==> config.mk <==
export PLATFORM = sky130hd
export DESIGN_NAME = irq_unit
export DESIGN_NICKNAME = d
export VERILOG_FILES = /design/src/irq_pkg.sv /design/src/irq_arbiter.sv /design/src/irq_unit.sv
export SDC_FILE = /design/constraint.sdc
export NUM_CORES = 1
export LEC_CHECK = 0
export ABC_AREA = 1
export BUFFER_PORTS_ARGS = -buffer_cell sky130_fd_sc_hd__buf_4
export CORE_AREA = 4 4 87 89
export CTS_BUF_LIST = sky130_fd_sc_hd__clkbuf_8
export DETAILED_ROUTE_END_ITERATION = 12
export DIE_AREA = 0 0 91 93
export HOLD_SLACK_MARGIN = 0.12
export PLACE_DENSITY = 0.7
export SYNTH_ARGS = -nofsm -noshare
export SYNTH_HDL_FRONTEND = slang
export SYNTH_SLANG_ARGS = --single-unit
==> constraint.sdc <==
create_clock -name clk -period 17 [get_ports clk]
set_input_delay 1.7 -clock clk [delete_from_list [all_inputs] [get_ports clk]]
set_output_delay 1.7 -clock clk [all_outputs]
set_load 0.02 [all_outputs]
==> src/irq_pkg.sv <==
// Shared constants and types for the vectored interrupt priority unit
package irq_pkg;

   // ==========================================================
   // Source slots, in vector address order
   localparam int NUM_SRC = 13;
   localparam int SLOT_EXT0   = 0;
   localparam int SLOT_TMR0   = 1;
   localparam int SLOT_EXT1   = 2;
   localparam int SLOT_TMR1   = 3;
   localparam int SLOT_SERIAL = 4;
   localparam int SLOT_TMR2   = 5;
   localparam int SLOT_ARRAY  = 6;
   localparam int SLOT_KEYPAD = 7;
   localparam int SLOT_TWOWIRE = 8;
   localparam int SLOT_SPI    = 9;
   localparam int SLOT_RSVD   = 10;
   localparam int SLOT_COMP   = 11;
   localparam int SLOT_ADC    = 12;

   // ==========================================================
   // Vector addresses
   localparam logic [15:0] RESET_VECTOR = 16'h0000;
   localparam logic [15:0] VECTOR_BASE  = 16'h0003;
   localparam logic [15:0] VECTOR_STEP  = 16'h0008;

   // ==========================================================
   // Timing: hardware call length in clock cycles
   localparam logic [2:0] CALL_CYCLES = 3'h4;

   // ==========================================================
   // Reset values
   localparam logic [3:0] ACTIVE_RESET = 4'h0;

   typedef logic [NUM_SRC-1:0] src_vec_t;
   typedef logic [1:0]         level_t;

   // Peripheral flags gathered on one carrier
   typedef struct packed {
      logic       ext_request_flag_0;
      logic       ext_request_flag_1;
      logic       timer_zero_overflow_flag;
      logic       timer_one_overflow_flag;
      logic       timer_two_overflow_flag;
      logic       timer_two_external_flag;
      logic       serial_receive_done;
      logic       serial_transmit_done;
      logic       counter_array_overflow_flag;
      logic [4:0] array_module_flags;
      logic [7:0] keypad_pin_flags;
      logic       twowire_flag;
      logic       spi_transfer_done_flag;
      logic       spi_mode_fault_flag;
      logic       spi_tx_empty_flag;
      logic       comparator_a_flag;
      logic       comparator_b_flag;
      logic       conversion_done_flag;
   } flags_t;

   // Vectoring answer to the core
   typedef struct packed {
      logic        call_start;
      logic [15:0] vector;
      logic [3:0]  slot;
      level_t      level;
   } call_t;

endpackage

==> src/irq_arbiter.sv <==
// Combinational level and polling order arbiter
`timescale 1ns/100ps
module irq_arbiter #(
   parameter int N = irq_pkg::NUM_SRC
) (
   input  wire logic [N-1:0]    req,
   input  wire logic [N-1:0]    prio_hi,
   input  wire logic [N-1:0]    prio_lo,
   output logic                 found,
   output logic [3:0]           win_slot,
   output irq_pkg::level_t      win_level
);
   import irq_pkg::*;

   // Polling rank: vector order, but the counter array moves up by two
   function automatic logic [3:0] poll_rank(input int s);
      if (s == SLOT_ARRAY) begin
         poll_rank = 4'h4;
      end else if (s == SLOT_SERIAL || s == SLOT_TMR2) begin
         poll_rank = 4'(s + 1);
      end else begin
         poll_rank = 4'(s);
      end
   endfunction

   always_comb begin
      logic [3:0] best_rank;
      level_t     lvl;
      best_rank = 4'hf;
      lvl       = 2'h0;
      found     = 1'b0;
      win_slot  = 4'h0;
      win_level = 2'h0;
      for (int s = 0; s < N; s++) begin
         lvl = {prio_hi[s], prio_lo[s]};
         if (req[s]) begin
            // Level decides first, rank only breaks ties
            if (!found || lvl > win_level ||
                (lvl == win_level && poll_rank(s) < best_rank)) begin
               found     = 1'b1;
               win_slot  = 4'(s);
               win_level = lvl;
               best_rank = poll_rank(s);
            end
         end
      end
   end

endmodule // irq_arbiter

==> src/irq_unit.sv <==
// Vectored interrupt priority unit top
`timescale 1ns/100ps
module irq_unit #(
   parameter int N = irq_pkg::NUM_SRC
) (
   input  wire logic              clk,
   input  wire logic              rst,
   input  wire irq_pkg::flags_t   flags,
   input  wire logic [N-1:0]      src_enable,
   input  wire logic              global_irq_enable,
   input  wire logic [N-1:0]      prio_high,
   input  wire logic [N-1:0]      prio_low,
   input  wire logic              ext0_edge_mode,
   input  wire logic              ext1_edge_mode,
   input  wire logic              insn_last_cycle,
   input  wire logic              return_from_interrupt,
   input  wire logic              irq_reg_write,
   output irq_pkg::call_t         call,
   output logic                   call_busy,
   output logic                   clear_ext0,
   output logic                   clear_ext1,
   output logic                   clear_tmr0,
   output logic                   clear_tmr1,
   output logic [3:0]             active_levels,
   output logic [15:0]            reset_vector
);
   import irq_pkg::*;

   // ==========================================================
   // Request gathering
   src_vec_t raw_req;
   src_vec_t req_q;
   src_vec_t gated;

   // Flags already reflect software writes, so they need no extra path
   always_comb begin
      raw_req = '0;
      raw_req[SLOT_EXT0]    = flags.ext_request_flag_0;
      raw_req[SLOT_TMR0]    = flags.timer_zero_overflow_flag;
      raw_req[SLOT_EXT1]    = flags.ext_request_flag_1;
      raw_req[SLOT_TMR1]    = flags.timer_one_overflow_flag;
      raw_req[SLOT_SERIAL]  = flags.serial_receive_done |
                              flags.serial_transmit_done;
      raw_req[SLOT_TMR2]    = flags.timer_two_overflow_flag |
                              flags.timer_two_external_flag;
      raw_req[SLOT_ARRAY]   = flags.counter_array_overflow_flag |
                              (|flags.array_module_flags);
      raw_req[SLOT_KEYPAD]  = |flags.keypad_pin_flags;
      raw_req[SLOT_TWOWIRE] = flags.twowire_flag;
      raw_req[SLOT_SPI]     = flags.spi_transfer_done_flag |
                              flags.spi_mode_fault_flag |
                              flags.spi_tx_empty_flag;
      raw_req[SLOT_COMP]    = flags.comparator_a_flag |
                              flags.comparator_b_flag;
      raw_req[SLOT_ADC]     = flags.conversion_done_flag;
      // Reserved slot never requests
      raw_req[SLOT_RSVD]    = 1'b0;
   end

   // Poll uses flag values from the preceding cycle; enables and levels are current
   always_ff @(posedge clk or posedge rst) begin
      if (rst) begin
         req_q <= '0;
      end else begin
         req_q <= raw_req;
      end
   end

   assign gated = req_q & src_enable & {N{global_irq_enable}};

   // ==========================================================
   // Arbitration
   logic       found;
   logic [3:0] win_slot;
   level_t     win_level;

   irq_arbiter #(.N(N)) u_arb (
      .req       (gated),
      .prio_hi   (prio_high),
      .prio_lo   (prio_low),
      .found     (found),
      .win_slot  (win_slot),
      .win_level (win_level)
   );

   // ==========================================================
   // Active levels and vectoring decision
   logic [3:0] active_q;
   logic [2:0] call_cnt_q;
   logic       take;
   logic       higher_than_active;

   // Active level at or above winner blocks; level 3 active blocks all
   always_comb begin
      higher_than_active = 1'b1;
      for (int l = 0; l < 4; l++) begin
         if (active_q[l] && 2'(l) >= win_level) begin
            higher_than_active = 1'b0;
         end
      end
   end

   // Denied requests are simply re-polled next boundary, never stored
   assign take = insn_last_cycle && found && higher_than_active &&
                 !return_from_interrupt && !irq_reg_write &&
                 call_cnt_q == 3'h0;

   always_ff @(posedge clk or posedge rst) begin
      if (rst) begin
         active_q <= ACTIVE_RESET;
      end else begin
         if (take) begin
            active_q[win_level] <= 1'b1;
         end else if (return_from_interrupt && insn_last_cycle) begin
            // Clear only the highest active level
            if (active_q[3]) begin
               active_q[3] <= 1'b0;
            end else if (active_q[2]) begin
               active_q[2] <= 1'b0;
            end else if (active_q[1]) begin
               active_q[1] <= 1'b0;
            end else begin
               active_q[0] <= 1'b0;
            end
         end
      end
   end

   // ==========================================================
   // Hardware call sequencing
   always_ff @(posedge clk or posedge rst) begin
      if (rst) begin
         call_cnt_q <= 3'h0;
      end else if (take) begin
         call_cnt_q <= CALL_CYCLES;
      end else if (call_cnt_q != 3'h0) begin
         call_cnt_q <= call_cnt_q - 3'h1;
      end
   end

   always_ff @(posedge clk or posedge rst) begin
      if (rst) begin
         call <= '0;
      end else begin
         call.call_start <= take;
         if (take) begin
            call.vector <= VECTOR_BASE +
                           16'(VECTOR_STEP * {12'h000, win_slot});
            call.slot   <= win_slot;
            call.level  <= win_level;
         end
      end
   end

   always_ff @(posedge clk or posedge rst) begin
      if (rst) begin
         call_busy     <= 1'b0;
         active_levels <= ACTIVE_RESET;
         reset_vector  <= RESET_VECTOR;
      end else begin
         call_busy     <= take || call_cnt_q > 3'h1;
         active_levels <= take ? (active_q | (4'h1 << win_level))
                               : active_q;
         reset_vector  <= RESET_VECTOR;
      end
   end

   // ==========================================================
   // Hardware flag clears on vectoring
   always_ff @(posedge clk or posedge rst) begin
      if (rst) begin
         clear_ext0 <= 1'b0;
         clear_ext1 <= 1'b0;
         clear_tmr0 <= 1'b0;
         clear_tmr1 <= 1'b0;
      end else begin
         // Level-mode externals stay owned by the requesting pin
         clear_ext0 <= take && win_slot == 4'(SLOT_EXT0) &&
                       ext0_edge_mode;
         clear_ext1 <= take && win_slot == 4'(SLOT_EXT1) &&
                       ext1_edge_mode;
         clear_tmr0 <= take && win_slot == 4'(SLOT_TMR0);
         clear_tmr1 <= take && win_slot == 4'(SLOT_TMR1);
      end
   end

   // ==========================================================
   // Checks
   chk_call_length: assert property (
      @(posedge clk) disable iff (rst)
      take |=> call_busy [*4] ##1 !call_busy)
      else $error("call busy not four cycles");

   chk_no_equal_preempt: assert property (
      @(posedge clk) disable iff (rst)
      take |-> !(|(active_q >> win_level)))
      else $error("preempted by equal or lower level");

   chk_top_level_holds: assert property (
      @(posedge clk) disable iff (rst)
      active_q[3] |-> !take)
      else $error("level three routine preempted");

   chk_block_conditions: assert property (
      @(posedge clk) disable iff (rst)
      (return_from_interrupt || irq_reg_write) |-> !take)
      else $error("vectored on blocked instruction");

   chk_global_gate: assert property (
      @(posedge clk) disable iff (rst)
      !global_irq_enable |=> !call.call_start)
      else $error("vectored with global enable low");

   chk_vector_addr: assert property (
      @(posedge clk) disable iff (rst)
      take |=> call.vector == 16'h0003 + 16'(8 * $past(win_slot)))
      else $error("wrong vector address");

   // The slot index must be today's winner, only the flags are delayed
   chk_enable_gate: assert property (
      @(posedge clk) disable iff (rst)
      take |-> src_enable[win_slot] &&
               (($past(raw_req) >> win_slot) & src_vec_t'(1)) != '0)
      else $error("vectored to disabled or idle source");

   chk_tmr_clear: assert property (
      @(posedge clk) disable iff (rst)
      (take && win_slot == 4'(SLOT_TMR0)) |=>
         clear_tmr0 ##1 !clear_tmr0)
      else $error("timer zero flag clear missing");

   chk_level_set: assert property (
      @(posedge clk) disable iff (rst)
      take |=> active_q[$past(win_level)])
      else $error("active level not recorded");

endmodule // irq_unit

Yosys cells after proc, flatten, opt, wreduce, memory -nomap -nowiden

Index checks and enable logic that the tools add are counted.

Reduce and logical (&&, ||, !) cells: 78
Muxes and demuxes: 123
Shift operators: 1
$mul: 0
Equality and inequality tests: 18
Add/sub/neg operators: 2
Magnitude comparators: 31
Divide/modulo/power cells: 0
Bitwise operators: 10

Operators with widths:

| operator              | count |
|---|---|
| $mux W4               | 61 |
| $mux W2               | 26 |
| $lt A4 B4 Y1          | 12 |
| $mux W1               | 32 |
| $logic_and A1 B1 Y1   | 29 |
| $and A13 B13 Y13      | 2 |
| $logic_or A1 B1 Y1    | 25 |
| $eq A2 B2 Y1          | 12 |
| $gt A2 B2 Y1          | 12 |
| $logic_not A1 Y1      | 14 |
| $mux W3               | 3 |
| $add A2 B7 Y8 const A | 1 |
| $eq A4 B2 Y1 const B  | 2 |
| $or A4 B4 Y4          | 2 |
| $reduce_or A8 Y1      | 1 |
| $ne A2 B1 Y1 const B  | 3 |
| $or A1 B1 Y1          | 6 |
| $reduce_or A5 Y1      | 1 |
| $eq A4 B1 Y1 const B  | 1 |
| $ge A1 B2 Y1 const A  | 2 |
| $ge A2 B2 Y1 const A  | 2 |
| $logic_not A4 Y1      | 1 |
| $reduce_and A4 Y1     | 1 |
| $reduce_bool A2 Y1    | 2 |
| other kinds (10)      | 10 |

Memories: 0
Bits in read-only memories: 0
Bits in writable memories: 0
Bits in latches: 0
Output and inout port bits: 48
Bits in registers: 51
Word-level logic and storage cells: 279

Longest topological paths before layout

Depth after elaboration: 75
Depth in mapped cells: 114
Mapped depth without buffers: 114

Hierarchy

Synthesis repeated with hierarchy kept, for this count alone.

Cells, all modules: 442
Area total of the unflattened synthesis: 3123.0 um2

Modules (own cells, without submodules):

| module      | instances | area each (um2) | cells each |
|---|---|---|---|
| irq_unit    | 1         | 1776.7          | 199 |
| irq_arbiter | 1         | 1346.3          | 243 |

Worst setup path after synthesis

Ideal clock, no wire load.

Kind: input port to flip-flop
Start: input src_enable[0]
End: register call[1] in the netlist's numbering
Stages: 106
Path slack: 4.637 ns
Library setup time: 0.118 ns
Buffers on the path: 1
Arrival: 12.245 ns
Cell sequence: nand3_2 inv_2 nand2_1 ha_1 nand2_1 nand2_1 nand2_1 nand2_1 nand2_1 nand2_1 nand2_1 ha_1 inv_1 nor2_1 o21ai_0 nand2_1 nand2_1 nand3_1 [... 70 more ...] nand2_1 nand2_1 inv_1 ha_1 inv_1 nor2_1 o21ai_0 nand2_1 nand2_2 or2_1 nand2_4 o21ai_2 inv_2 nor2_4 nand2_2 buf_6 nand2_1 o21ai_2

Longest elaborated chain between the ends: 73
Elaborated cells between the ends (all ways): 176

RTL lines:

| item                                                      | line                                 | source |
|---|---|---|
| start: declaration                                        | irq_unit.sv:9                        | `input wire logic [N-1:0] src_enable,` |
| $and A13 B13 Y13 (*) (2 in series)                        | irq_unit.sv:69                       | `assign gated = req_q & src_enable & {N{global_irq_enable}};` |
| $mux W4 (tied with other cells)                           | irq_arbiter.sv:36                    | `if (req[s]) begin` |
| $lt A4 B4 Y1 (tied with other cells)                      | irq_arbiter.sv:39                    | `(lvl == win_level && poll_rank(s) < best_rank)) begin` |
| $logic_and A1 B1 Y1 or $logic_or A1 B1 Y1 (tied branches) | irq_arbiter.sv:39, irq_arbiter.sv:38 |  |
| $logic_or A1 B1 Y1                                        | irq_arbiter.sv:38                    | `if (!found \|\| lvl > win_level \|\|` |
| $mux W4 (tied with other cells)                           | irq_arbiter.sv:38                    |  |
| $mux W4 (tied with other cells)                           | irq_arbiter.sv:36                    |  |
| $lt A4 B4 Y1 (tied with other cells)                      | irq_arbiter.sv:39                    |  |
| [... 51 more ...]                                         | n/a                                  |  |
| $logic_or A1 B1 Y1                                        | irq_arbiter.sv:38                    |  |
| $mux W2                                                   | irq_arbiter.sv:38                    |  |
| $mux W2                                                   | irq_arbiter.sv:36                    |  |
| $ge A1 B2 Y1                                              | irq_unit.sv:97                       | `if (active_q[l] && 2'(l) >= win_level) begin` |
| $logic_and A1 B1 Y1                                       | irq_unit.sv:97                       |  |
| $mux W1 (4 in series)                                     | irq_unit.sv:97                       |  |
| $logic_and A1 B1 Y1 (2 in series)                         | irq_unit.sv:104                      | `assign take = insn_last_cycle && found && higher_than_active &&` |
| $logic_and A1 B1 Y1 (2 in series)                         | irq_unit.sv:105                      | `!return_from_interrupt && !irq_reg_write &&` |
| end: declaration                                          | irq_unit.sv:18                       | `output irq_pkg::call_t call,` |

Every way passes the cells marked *; elsewhere a longest branch is shown, timed or not.
A chain may end at the register's enable or synchronous reset.

Worst setup path after layout

Start: input global_irq_enable
End: register active_q[1]

Longest elaborated chain between the ends: 74
Elaborated cells between the ends (all ways): 186

RTL lines:

| item                                                         | line                                 | source |
|---|---|---|
| start: declaration                                           | irq_unit.sv:10                       | `input wire logic global_irq_enable,` |
| $and A13 B13 Y13 (*)                                         | irq_unit.sv:69                       |  |
| $mux W4 (tied with other cells)                              | irq_arbiter.sv:36                    |  |
| $lt A4 B4 Y1 (tied with other cells)                         | irq_arbiter.sv:39                    |  |
| $logic_and A1 B1 Y1 or $logic_or A1 B1 Y1 (tied branches)    | irq_arbiter.sv:39, irq_arbiter.sv:38 |  |
| $logic_or A1 B1 Y1                                           | irq_arbiter.sv:38                    |  |
| $mux W4 (tied with other cells)                              | irq_arbiter.sv:38                    |  |
| $mux W4 (tied with other cells)                              | irq_arbiter.sv:36                    |  |
| $lt A4 B4 Y1 (tied with other cells)                         | irq_arbiter.sv:39                    |  |
| [... 53 more ...]                                            | n/a                                  |  |
| $mux W2                                                      | irq_arbiter.sv:36                    |  |
| $ge A1 B2 Y1                                                 | irq_unit.sv:97                       |  |
| $logic_and A1 B1 Y1                                          | irq_unit.sv:97                       |  |
| $mux W1 (4 in series)                                        | irq_unit.sv:97                       |  |
| $logic_and A1 B1 Y1 (2 in series)                            | irq_unit.sv:104                      |  |
| $logic_and A1 B1 Y1 (2 in series)                            | irq_unit.sv:105                      |  |
| $ne A2 B1 Y1 (no line) or $reduce_bool A2 Y1 (tied branches) | n/a                                  |  |
| $reduce_and A3 Y1 (no line)                                  | n/a                                  |  |
| end signal: assignment                                       | irq_unit.sv:110                      | `active_q <= ACTIVE_RESET;` |
| end signal: indexed assignment                               | irq_unit.sv:113                      | `active_q[win_level] <= 1'b1;` |
| end signal: assignment                                       | irq_unit.sv:121                      | `active_q[1] <= 1'b0;` |
| end: declaration                                             | irq_unit.sv:88                       | `logic [3:0] active_q;` |

Marks and branches as above.

==> flow_metrics.py <==
metrics = {
    "power_and_ir_drop": {
        "power_density_nw_per_um2": 91.8,
        "power.internal_mw": 0.201,
        "switching_share_pct": 41.6,
        "seq_power_share_pct": 32.0,
        "peakVddDrop_v": 0.0000443,
        "combPwrFrac_pct": 49.5,
        "total_power_mw": 0.345,
        "p_switching_mw": 0.144,
        "p_clk_share_pct": 18.6,
        "p_leak_nw": 2.25,
    },
    "synth": {
        "yosysMostFrequentCell": "nand2_1",
        "synth_top_area_share_pct": 29.9,
        "synth_flop_cell": "dfrtp_1",
        "netlist_top_cells_count": "nand2_1, inv_1, dfrtp_1, buf_4, nand3_1",
        "synth_edf_count": 0,
        "synth-seq-area-share_pct": 29.9,
        "ys_ff_latch": 36,
        "synth_warnings": 0,
        "yosysTopAreaCell": "dfrtp_1",
        "synthCells": 411,
        "syn_area_per_cell_sq_um": 7.33,
        "syn_area_sq_um": 3010,
        "synthArstFlopShare_pct": 100,
        "yosys-top-cells-area": "dfrtp_1, nand2_1, ha_1",
        "ys_types": 37,
    },
    "route": {
        "ant_nets": 0,
        "viasPerCell": 4.63,
        "firstDrtPassIters": 6,
        "wirelength_um": 6940,
        "drc": 0,
        "drtIter0Drc": 76,
        "wl_per_cell_um": 11.8,
        "num_vias": 2711,
    },
    "sta": {
        "fmaxAchievable_mhz": 72.7,
        "fin_crit_ns": 13.76,
        "maxSlewViolCount": 0,
        "rsz0062_at_grt": "false",
        "finClkSkew_ns": 0.00486,
        "setup_tns_ns": 0,
        "setup_ws_ns": 3.24,
        "hold_viol": 0,
        "fin_crit_sh_pct": 81.0,
        "holdWs_ns": 0.498,
        "setup_viol": 0,
    },
    "clock_tree": {
        "clk_latency_ns": 0.29,
        "cts_tree": "done",
        "cts_buffer_depth": 2,
        "cts_buffers": 5,
        "root_buffer": "clkbuf_8",
        "clkSlewWorstSetupHoldPaths_ns": 0.07,
        "holdBufCountCts": 0,
        "ctsResizeCount": 0,
        "postCtsSetupRepairBufs": 0,
        "cts_sinks": 36,
        "htreeDepth": 2,
    },
    "die": {
        "die_h_um": 93,
        "initial_core_util_pct": 44.6,
        "dieWidth_um": 91,
        "ioPinCount": 124,
        "rows": 30,
        "core-area_sq_um": 6760,
        "dieArea_sq_um": 8460,
    },
    "setup_path": {
        "crit_top_cell": "nand2_1",
        "cp_slowest_cell": "ha_1",
        "crit_type": "in -> reg",
        "slowest_delay_ns": 0.29,
        "required_ns": 17.18,
        "cp-start-kind": "input pin",
        "path_max_fanout": 13,
        "cp.arrival_ns": 13.94,
        "endpoint_kind": "flip-flop",
    },
    "placed_design": {
        "postPlaceCellArea_sq_um": 3670,
        "placed_cells": 578,
        "portBuffers": 94,
        "dp_slack_ns": 2.89,
        "finalWeightedCongestion": 0.829,
        "hpwl_um": 5890,
    },
    "grt": {
        "grt_busiest_layer": "met2",
        "overflow": 0,
        "antenna_found_initial": 0,
        "grt_max_degree": 37,
        "grt_pass1_vias": 2681,
        "grt_usage_pct": 16.8,
        "use_met3_pct": 3.06,
        "gr-usage-met1_pct": 21.3,
        "grt_first_pass_wirelength_um": 11700,
        "grtUsageMet2_pct": 29.3,
    },
    "layout": {
        "fin_nets": 606,
        "fin_area_sq_um": 3760,
        "instances_no_fill": 586,
        "final_util_pct": 55.6,
        "syn_to_final_growth_pct": 24.7,
        "drive_gt1_share_pct": 29.6,
        "antennaDiodeCount": 0,
    },
    "hold_path": {
        "hold_path.class": "reg -> reg",
    },
    "run": {
        "maxCapViolations": 0,
    },
    "outcome": {
        "status": "complete, no violations",
    },
}
[state kept, by name (all words and copies together) (netlist names)]
signal	flops
clear_ext1	1
call	8
clear_tmr0	1
active_q	4
clear_tmr1	1
req_q	12
clear_ext0	1
call_cnt_q	3
call_busy	1
active_levels	4
[layer usage]
layer	vias to the layer above	routed length, um
met5	-	0
met4	0	113
met3	8	428
met2	78	3340
met1	1196	3060
li1	1429	-
[cell families (layout without fill, tap and decap cells)]
logic type      Yosys count  in the layout  synth area share (%)
simple gates            205            205                  34.5
fa+ha+maj                25             25                  10.4
other cells               1             26                 0.124
xor+xnor                  1              1                 0.291
buf+inv                 108            178                  17.8
flops                    36             36                  29.9
compound gates           35             35                  7.02
[layout make-up]
| cell class | instances | area, sq um |
|---|---|---|
| fill | 661 | 3000 |
| multi-input combinational | 292 | 1670 |
| sequential | 36 | 901 |
| timing repair buffer | 95 | 713 |
| inverter | 75 | 282 |
| tap | 80 | 100 |
| clock buffer | 6 | 82.6 |
| clock inverter | 2 | 11.3 |
[worst max-delay path, delay by kind of cell]
kind / cells / cell delay (ns)
and+or+nand+nor: 58 / 5.72
adders and majority gates: 11 / 2.89
AOI/OAI and AO/OA: 15 / 2.02
buffers and inverters: 23 / 1.55
[placed cells by master, fill, tap and decap left out, drive strengths merged]
cell type | Yosys | layout
o21ai | 23 | 23
inv | 73 | 74
a21boi | 1 | 1
clkbuf | 0 | 6
xor2 | 1 | 1
nor3 | 5 | 5
nand4 | 7 | 7
o211ai | 2 | 2
clkinv | 2 | 2
dfrtp | 36 | 36
ha | 25 | 25
nand3 | 40 | 40
o21bai | 1 | 1
or2 | 9 | 9
nor2 | 29 | 29
a21oi | 6 | 6
conb | 1 | 26
a31oi | 1 | 1
o21a | 1 | 1
or3 | 1 | 1
nor4 | 4 | 4
clkinvlp | 0 | 1
buf | 33 | 95
nand2 | 110 | 110
[worst paths after layout]
check / from / to / slack [ns] / cells past startpoint
setup / recovery: global_irq_enable / active_q[1]$_DFFE_PP0P_ / 3.24 / 107
hold / removal: call[1]$_DFFE_PP0P_ / call[1]$_DFFE_PP0P_ / 0.50 / 2
setup reg to reg: req_q[0]$_DFF_PP0_ / active_q[1]$_DFFE_PP0P_ / 4.55 / 106
hold reg to reg: call[1]$_DFFE_PP0P_ / call[1]$_DFFE_PP0P_ / 0.50 / 2
max in group asynchronous: rst / call[0]$_DFFE_PP0P_ / 15.14 / 3
min in group asynchronous: rst / req_q[1]$_DFF_PP0_ / 1.52 / 3
[power by group through the flow]
stage,sequential [mW],combinational [mW],clock [mW]
2_1_floorplan,0.122,0.116,0
3_3_place_gp,0.112,0.167,0
3_5_place_dp,0.112,0.172,0
4_1_cts,0.111,0.173,0.0666
5_1_grt,0.113,0.194,0.0706
6_report,0.110,0.171,0.0642
Power figures use the tool's default switching activity.
